**config.mk**
```make
export PLATFORM = sky130hd
export DESIGN_NAME = pe_top
export DESIGN_NICKNAME = d
export VERILOG_FILES = /design/src/hdl/pe_pkg.sv /design/src/hdl/pe_top.sv
export SDC_FILE = /design/constraint.sdc
export NUM_CORES = 1
export LEC_CHECK = 0
export BUFFER_PORTS_ARGS = -buffer_cell sky130_fd_sc_hd__clkbuf_2
export CAP_MARGIN = 20
export CORE_ASPECT_RATIO = 0.8
export CORE_UTILIZATION = 41
export DETAILED_ROUTE_END_ITERATION = 6
export PLACE_DENSITY_LB_ADDON = 0.2
export SYNTH_ARGS = -nofsm -noshare
export SYNTH_HDL_FRONTEND = slang
export SYNTH_SLANG_ARGS = --single-unit
```
**constraint.sdc**
```tcl
create_clock -name clock -period 3.23 [get_ports clock]
set_clock_uncertainty 0.05 [all_clocks]
set_input_delay 0.646 -clock clock [delete_from_list [all_inputs] [get_ports clock]]
set_output_delay 0.646 -clock clock [all_outputs]
set_load 0.02 [all_outputs]
```
**src/hdl/pe_pkg.sv**
```systemverilog
// Package for the priority encoder block: carrier type, timing, encoder.
// Assumes a single 20 MHz clock; all encoder logic is combinational.
package pe_pkg;

    // ==========================================================
    // Timing
    localparam int CLK_MHZ = 20;
    localparam int DEB_PERIOD_US = 1000;
    localparam int DEB_CYCLES = DEB_PERIOD_US * CLK_MHZ;

    // ==========================================================
    // Widths and reset values
    localparam int REQ_W = 8;
    localparam int CODE_W = 3;
    localparam int SER_W = 16;
    localparam int PAR_W = 64;
    localparam int DEC_W = 20;
    localparam logic [3:0] DEB_RST = 4'hF;
    localparam logic [3:0] BCD_EIGHT = 4'h8;
    localparam logic [3:0] BCD_NINE = 4'h9;

    // ==========================================================
    // Carrier of one encoder's outputs, all active low
    typedef struct packed {
        logic chain_enable_out_n;
        logic group_active_n;
        logic [CODE_W-1:0] code_n;
    } pe_enc_t;

    localparam pe_enc_t ENC_IDLE = '{1'b1, 1'b1, 3'h7};

    // ==========================================================
    // Eight-line encoder; ascending scan lets the top line win
    function automatic pe_enc_t pe_encode(input logic enable_in_n,
                                          input logic [REQ_W-1:0] req_n);
        pe_enc_t r;
        r = ENC_IDLE;
        if (!enable_in_n) begin
            r.chain_enable_out_n = 1'b0;
            for (int i = 0; i < REQ_W; i++) begin
                if (!req_n[i]) begin
                    r.code_n = ~i[CODE_W-1:0];
                    r.group_active_n = 1'b0;
                    r.chain_enable_out_n = 1'b1;
                end
            end
        end
        return r;
    endfunction

endpackage

```
**src/hdl/pe_top.sv**
```systemverilog
// Priority encoder with series, parallel and decimal variants plus debounce.
// Assumes request inputs are synchronous to clock; only debounce is clocked.
//
// Overview of operation
// RL1: High enable input forces code, group and chain outputs all high.
// RL2: Enabled with no request: code and group high, chain output low.
// RL3: Eight active-low lines encoded to active-low three-bit code; line 7 top.
// RL4: Among simultaneous requests only the highest one is encoded.
// RL5: Any request while enabled: group output low, chain output high.
// RL6: Users must not sample codes while requests or enable are changing.
// RL7: Series cascade: chain output drives next lower encoder's enable.
// RL8: Series low bits combine stage codes; upper bits encode group signals.
// RL9: Parallel: second-level encoder of groups steers low-bit multiplexers.
// RL10: Two levels up to 64 lines, three levels for 65 to 512.
// RL11: Decimal: request 8 or 9 disables base encoder, yields BCD code.
// RL12: Twenty-line BCD: upper group is tens bit and selects units digit.
// RL13: Debounce holds each output bit in a two-deep chain, four chains.
// RL14: Valid rises one clock after two equal captures; stays while equal.
// RL15: Debounce period must be chosen to outlast switch bounce.
// RL16: Reset loads chains with all ones (idle) and clears valid so no false valid follows reset.
module pe_top
    import pe_pkg::*;
#(
    parameter int DEB_DIV = pe_pkg::DEB_CYCLES
) (
    // Clock and reset
    input wire logic clock,
    input wire logic rst_b,
    // Base encoder
    input wire logic enable_in_n,
    input wire logic [pe_pkg::REQ_W-1:0] request_n,
    output pe_pkg::pe_enc_t enc,
    // Sixteen-line series cascade
    input wire logic [pe_pkg::SER_W-1:0] ser_req_n,
    output logic [3:0] ser_code_n,
    output logic ser_group_n,
    output logic ser_chain_out_n,
    // Sixty-four-line parallel expansion
    input wire logic [pe_pkg::PAR_W-1:0] par_req_n,
    output logic [5:0] par_code_n,
    output logic par_group_n,
    // Decimal encoders, BCD outputs active high
    input wire logic [pe_pkg::DEC_W-1:0] dec_req_n,
    output logic [3:0] dec10_bcd,
    output logic dec10_any,
    output logic dec20_tens,
    output logic [3:0] dec20_bcd,
    // Debounced key code
    output logic [2:0] deb_code_n,
    output logic deb_valid
);
    import pe_pkg::*;

    // ==========================================================
    // Base encoder
    always_comb begin
        enc = pe_encode(enable_in_n, request_n); // RL1 RL2 RL3 RL4 RL5
    end

    // ==========================================================
    // Series cascade; enable ripples, so slowest but smallest
    pe_enc_t ser_hi;
    pe_enc_t ser_lo;
    always_comb begin
        ser_hi = pe_encode(enable_in_n, ser_req_n[15:8]);
        ser_lo = pe_encode(ser_hi.chain_enable_out_n, ser_req_n[7:0]); // RL7
        ser_code_n = {ser_hi.group_active_n,
                      ser_hi.code_n & ser_lo.code_n}; // RL8
        ser_group_n = ser_hi.group_active_n & ser_lo.group_active_n;
        ser_chain_out_n = ser_lo.chain_enable_out_n;
    end

    // ==========================================================
    // Parallel expansion, two levels for 64 lines
    pe_enc_t par_first [REQ_W];
    logic [REQ_W-1:0] par_gs_n;
    pe_enc_t par_second;
    logic [CODE_W-1:0] par_sel;

    for (genvar g = 0; g < REQ_W; g++) begin : g_par
        always_comb begin
            par_first[g] = pe_encode(enable_in_n,
                                     par_req_n[g*REQ_W +: REQ_W]); // RL9
            par_gs_n[g] = par_first[g].group_active_n;
        end
    end

    always_comb begin
        par_second = pe_encode(enable_in_n, par_gs_n); // RL9 RL10
        par_sel = ~par_second.code_n;
        par_code_n = {par_second.code_n, par_first[par_sel].code_n}; // RL9
        par_group_n = par_second.group_active_n;
    end

    // ==========================================================
    // Decimal encoders
    function automatic logic [4:0] pe_dec10(input logic [9:0] d_n);
        pe_enc_t e;
        logic [4:0] r;
        e = pe_encode(~(d_n[8] & d_n[9]), d_n[7:0]); // RL11
        if (!d_n[9]) begin
            r = {1'b1, BCD_NINE};
        end else if (!d_n[8]) begin
            r = {1'b1, BCD_EIGHT};
        end else begin
            r = {~e.group_active_n, 1'b0, ~e.code_n};
        end
        return r;
    endfunction

    logic [4:0] dec_lo;
    logic [4:0] dec_hi;
    always_comb begin
        dec_lo = pe_dec10(dec_req_n[9:0]);
        dec_hi = pe_dec10(dec_req_n[19:10]);
        {dec10_any, dec10_bcd} = dec_lo;
        dec20_tens = dec_hi[4]; // RL12
        dec20_bcd = dec_hi[4] ? dec_hi[3:0] : dec_lo[3:0]; // RL12
    end

    // ==========================================================
    // Debounce divider; period must outlast contact bounce
    localparam int DIV_W = $clog2(DEB_DIV + 1);
    logic [DIV_W-1:0] div_q;
    logic [DIV_W-1:0] div_d;
    logic tick;

    always_comb begin
        tick = (div_q == DIV_W'(DEB_DIV - 1)); // RL15
        div_d = tick ? '0 : div_q + 1'b1;
    end

    always_ff @(posedge clock or negedge rst_b) begin
        if (!rst_b) begin
            div_q <= '0;
        end else begin
            div_q <= div_d;
        end
    end

    // ==========================================================
    // Debounce chains: bit 3 group, bits 2..0 code, all active low
    logic [3:0] s0_q;
    logic [3:0] s0_d;
    logic [3:0] s1_q;
    logic [3:0] s1_d;
    logic valid_q;
    logic valid_d;

    always_comb begin
        s0_d = s0_q;
        s1_d = s1_q;
        valid_d = valid_q;
        if (tick) begin
            s0_d = {enc.group_active_n, enc.code_n}; // RL13
            s1_d = s0_q; // RL13
            valid_d = (s0_q == s1_q) && !s0_q[3]; // RL14
        end
    end

    always_ff @(posedge clock or negedge rst_b) begin
        if (!rst_b) begin
            s0_q <= DEB_RST; // RL16
            s1_q <= DEB_RST; // RL16
            valid_q <= 1'b0; // RL16
        end else begin
            s0_q <= s0_d;
            s1_q <= s1_d;
            valid_q <= valid_d;
        end
    end

    assign deb_code_n = s1_q[2:0];
    assign deb_valid = valid_q;

    // ==========================================================
    // Checks
    AST_DISABLE: assert property (@(posedge clock) disable iff (!rst_b) // RL1
        enable_in_n |-> enc == ENC_IDLE)
        else $error("disabled encoder outputs not all high");

    AST_IDLE: assert property (@(posedge clock) disable iff (!rst_b) // RL2
        (!enable_in_n && &request_n) |->
        (enc.group_active_n && enc.code_n == 3'h7 && !enc.chain_enable_out_n))
        else $error("idle encoder outputs wrong");

    AST_TOP_WINS: assert property (@(posedge clock) disable iff (!rst_b) // RL4
        (!enable_in_n && !request_n[7]) |-> enc.code_n == 3'h0)
        else $error("line seven not encoded first");

    AST_CODE: assert property (@(posedge clock) disable iff (!rst_b) // RL3
        (!enable_in_n && request_n == 8'hF7) |-> enc.code_n == 3'h4)
        else $error("line three code wrong");

    AST_GROUP: assert property (@(posedge clock) disable iff (!rst_b) // RL5
        (!enable_in_n && !(&request_n)) |->
        (!enc.group_active_n && enc.chain_enable_out_n))
        else $error("group or chain output wrong with request");

    AST_SER_CHAIN: assert property (@(posedge clock) // RL7
        disable iff (!rst_b)
        !ser_hi.group_active_n |-> ser_lo == ENC_IDLE)
        else $error("lower stage not disabled");

    AST_SER_CODE: assert property (@(posedge clock) disable iff (!rst_b) // RL8
        (!enable_in_n && ser_req_n == 16'hFDFF) |-> ser_code_n == 4'h6)
        else $error("series code wrong");

    AST_PAR: assert property (@(posedge clock) disable iff (!rst_b) // RL10
        (!enable_in_n && !par_req_n[63]) |-> par_code_n == 6'h00)
        else $error("parallel top line code wrong");

    AST_DEC: assert property (@(posedge clock) disable iff (!rst_b) // RL11
        !dec_req_n[9] |-> (dec10_bcd == 4'h9 && dec10_any))
        else $error("decimal nine not encoded");

    AST_DEC20: assert property (@(posedge clock) disable iff (!rst_b) // RL12
        (!dec_req_n[18] && &dec_req_n[19]) |->
        (dec20_tens && dec20_bcd == 4'h8))
        else $error("eighteen not encoded");

    AST_DEB_SHIFT: assert property (@(posedge clock) // RL13
        disable iff (!rst_b)
        tick |=> s1_q == $past(s0_q))
        else $error("debounce chain did not shift");

    AST_DEB_VALID: assert property (@(posedge clock) // RL14
        disable iff (!rst_b)
        (tick && s0_q == s1_q && !s0_q[3]) |=> deb_valid ##0 $stable(s1_q))
        else $error("valid not raised after equal captures");

    AST_DEB_DROP: assert property (@(posedge clock) // RL14
        disable iff (!rst_b)
        (tick && s0_q != s1_q) |=> !deb_valid)
        else $error("valid held with unequal captures");

    COV_CASCADE: cover property (@(posedge clock) disable iff (!rst_b)
        !ser_hi.group_active_n && !(&ser_req_n[7:0]));
    COV_PAR_MULTI: cover property (@(posedge clock) disable iff (!rst_b)
        !par_gs_n[7] && !par_gs_n[0]);
    COV_DEC20: cover property (@(posedge clock) disable iff (!rst_b)
        dec20_tens && !dec_req_n[5]);
    COV_DEB: cover property (@(posedge clock) disable iff (!rst_b)
        $rose(deb_valid));

endmodule

```
==> flow_summary.toml <==
[pwr]
p_leak_uw = 0.001871
power.density_mw_per_mm2 = 201.3
ir_drop_mv = 0.1336

[sta]
setup_violations = 1
period_minus_slack_ps = 3268
setup_tns_ps = -37.51
fin_hold_ws_ps = 319.6
period_share_pct = 101.2
hold_violations = 0
maxSlewHeadroom_pct = 60.27
report.final.slew_viol_count = 0
max_freq_mhz = 306.0
timing.final.ws_setup_ps = -37.51
worst_pin_slew_ps = 595.9
rsz0062_at_grt = "true"

[logic_synthesis]
synthTopCellsByArea = "dfrtp_1 16%, nand2_1 11%, dfstp_2 8.5%"
synth_top_cell_by_area = "dfrtp_1"
synth_seq_area_share_pct = 24.57
yosysWarningCount = 0
synth_cell_types = 55
synth_top_area_share_pct = 16.11
synth_nets = 455
synth_cells = 343
synth-async-reset-ratio_pct = 100.0
ys_ff_latch = 24
syn_avg_cell_area_um2 = 7.245
synth_edf_count = 0
synth_area_mm2 = 0.002485
synth_ff_type = "dfrtp_1"

[worst_setup_path]
path_class = "in -> out"
startpoint_type = "input port"
required_ps = 2530
cp-end-kind = "output pin"
regToRegSetupSlack_ps = 1440
crit_fanout = 4
cp.arrival_ps = 2570

[grt]
antenna_found_initial = 0
grt_max_degree = 25
gr-usage-all-layers_pct = 24.61
overflow = 0
grt_pass1_wl_um = 12500
first_global_vias = 2919

[drt]
drc_errors = 0
ant_nets = 0
met2_length_um = 3671
wl_met1_um = 3633
dr.first_iter.drc_count = 165
dr.pass1.iters = 4
wl_um = 8111
wl_met3_um = 755
via_per_inst = 5.367
wl_per_cell_um = 13.27
route.top_layer_used = "met4"
vias = 3279

[finish]
fin_nets = 646
areaGrowthSynthToFinish_pct = 54.23
post-route-util_pct = 67.89
stdcell_area_mm2 = 0.003832
insertedDiodeCount = 0
layout_common_cells = "126 x clkbuf_2, 72 x nand2_1, 57 x buf_4"
layout_commonest_cell = "clkbuf_2"
layout-drive-gt1-share_pct = 43.71

[floorplanning]
core-area_mm2 = 0.005645
die_w_um = 89.04
ios = 143
core.rowCount = 24
start_util_pct = 44.02
dieArea_mm2 = 0.006378
die_h_um = 71.63

[placed_design]
dpl_cell_area_mm2 = 0.003617
io_buffers = 142
gp_congestion = 0.8976
place_ws_ps = -112.7
hpwlAfterDp_um = 6720

[status]
violations = "setup timing"
outcome = "finished, violations left"

[cts]
cts_buffer_depth = 2
h-tree-depth = 1
cts_buffers = 3
clk_latency_ps = 260
cts_root_buffer = "clkbuf_8"
cts_sinks = 24
clk_pin_slew_ps = 80
cts_tree = "done"

[run]
maxCapViolCount = 0

[min_path]
hold_path_class = "in -> async"
[cells by family after synthesis]
family,after synthesis,synth area share (%)
buffers and inverters,32,6.092
AND/OR/NAND/NOR,186,39.58
adder cells (fa/ha/maj),1,0.5034
AO/OA/AOI/OAI,82,22.16
multiplexers,3,1.813
flip-flops,24,24.57
XOR/XNOR,15,5.287
[report_power, final]
part	total, uW	internal [uW]	leakage (uW)	switching (uW)
Sequential	301	301	0.000292	0
Clock	174	87.9	0.0000228	86.3
Combinational	297	143	0.00156	154
[registers in the layout, summed over array words and instances (netlist names)]
signal / count
s0_q: 4
div_q: 15
deb_valid: 1
s1_q: 4
[what timing repair did]
| item | CTS | global route |
|---|---|---|
| endpoints found under the hold margin | 0 | 0 |
| endpoints found under the setup margin | 2 | 3 |
| pin swaps | 6 | 10 |
| gates resized for setup | 7 | 26 |
| hold buffers | 0 | 0 |
| setup buffers | 2 | 2 |
| cloned | 0 | 0 |
[cells in the mapped netlist (all sizes together) (6+ instances only)]
master  number
nand2       72
o21ai       31
nand3       26
nand4       24
inv         22
nor2        17
dfrtp       16
a21boi      12
a21oi        9
xnor2        9
a31oi        8
dfstp        8
nor2b        7
nor4         7
and4         6
nor3         6
xor2         6
[layer usage]
layer,vias up,global-route usage (%)
li1,1635,-
met4,0,1.411
met2,149,42.91
met1,1487,33.48
met3,8,4.378
met5,-,0
[final timing paths]
kind	start	to	cells past startpoint
max	par_req_n[63]	par_code_n[0]	8
min	rst_b	div_q[4]	1
max reg2reg	div_q[5]	s0_q[2]	5
min reg2reg	s1_q[3]	s1_q[3]	2
max in group asynchronous	rst_b	div_q[14]	1
min in group clock	s1_q[3]	s1_q[3]	2
[final cells by class]
type	instances	area, um^2
fill	509	1813
multi-input combinational	287	1803
timing repair buffer	195	1185
sequential	24	610.6
tap	78	97.59
inverter	23	91.34
clock buffer	4	45.04
[metrics by stage]
step	std cells	power, uW
after global placement	603	575.7
final	611	771.7
after global routing	611	816.0
after floorplan	343	413.9
after CTS	609	763.5
after detailed placement	603	580.8
[worst max-delay path, cell delays in order]
cell      delay, ps
buf_4           110
nand4_4          90
or4_4           560
a21oi_2         140
or2_1           160
mux4_2          530
o211ai_4        190
buf_8           130
(Power assumes the default switching activity.)
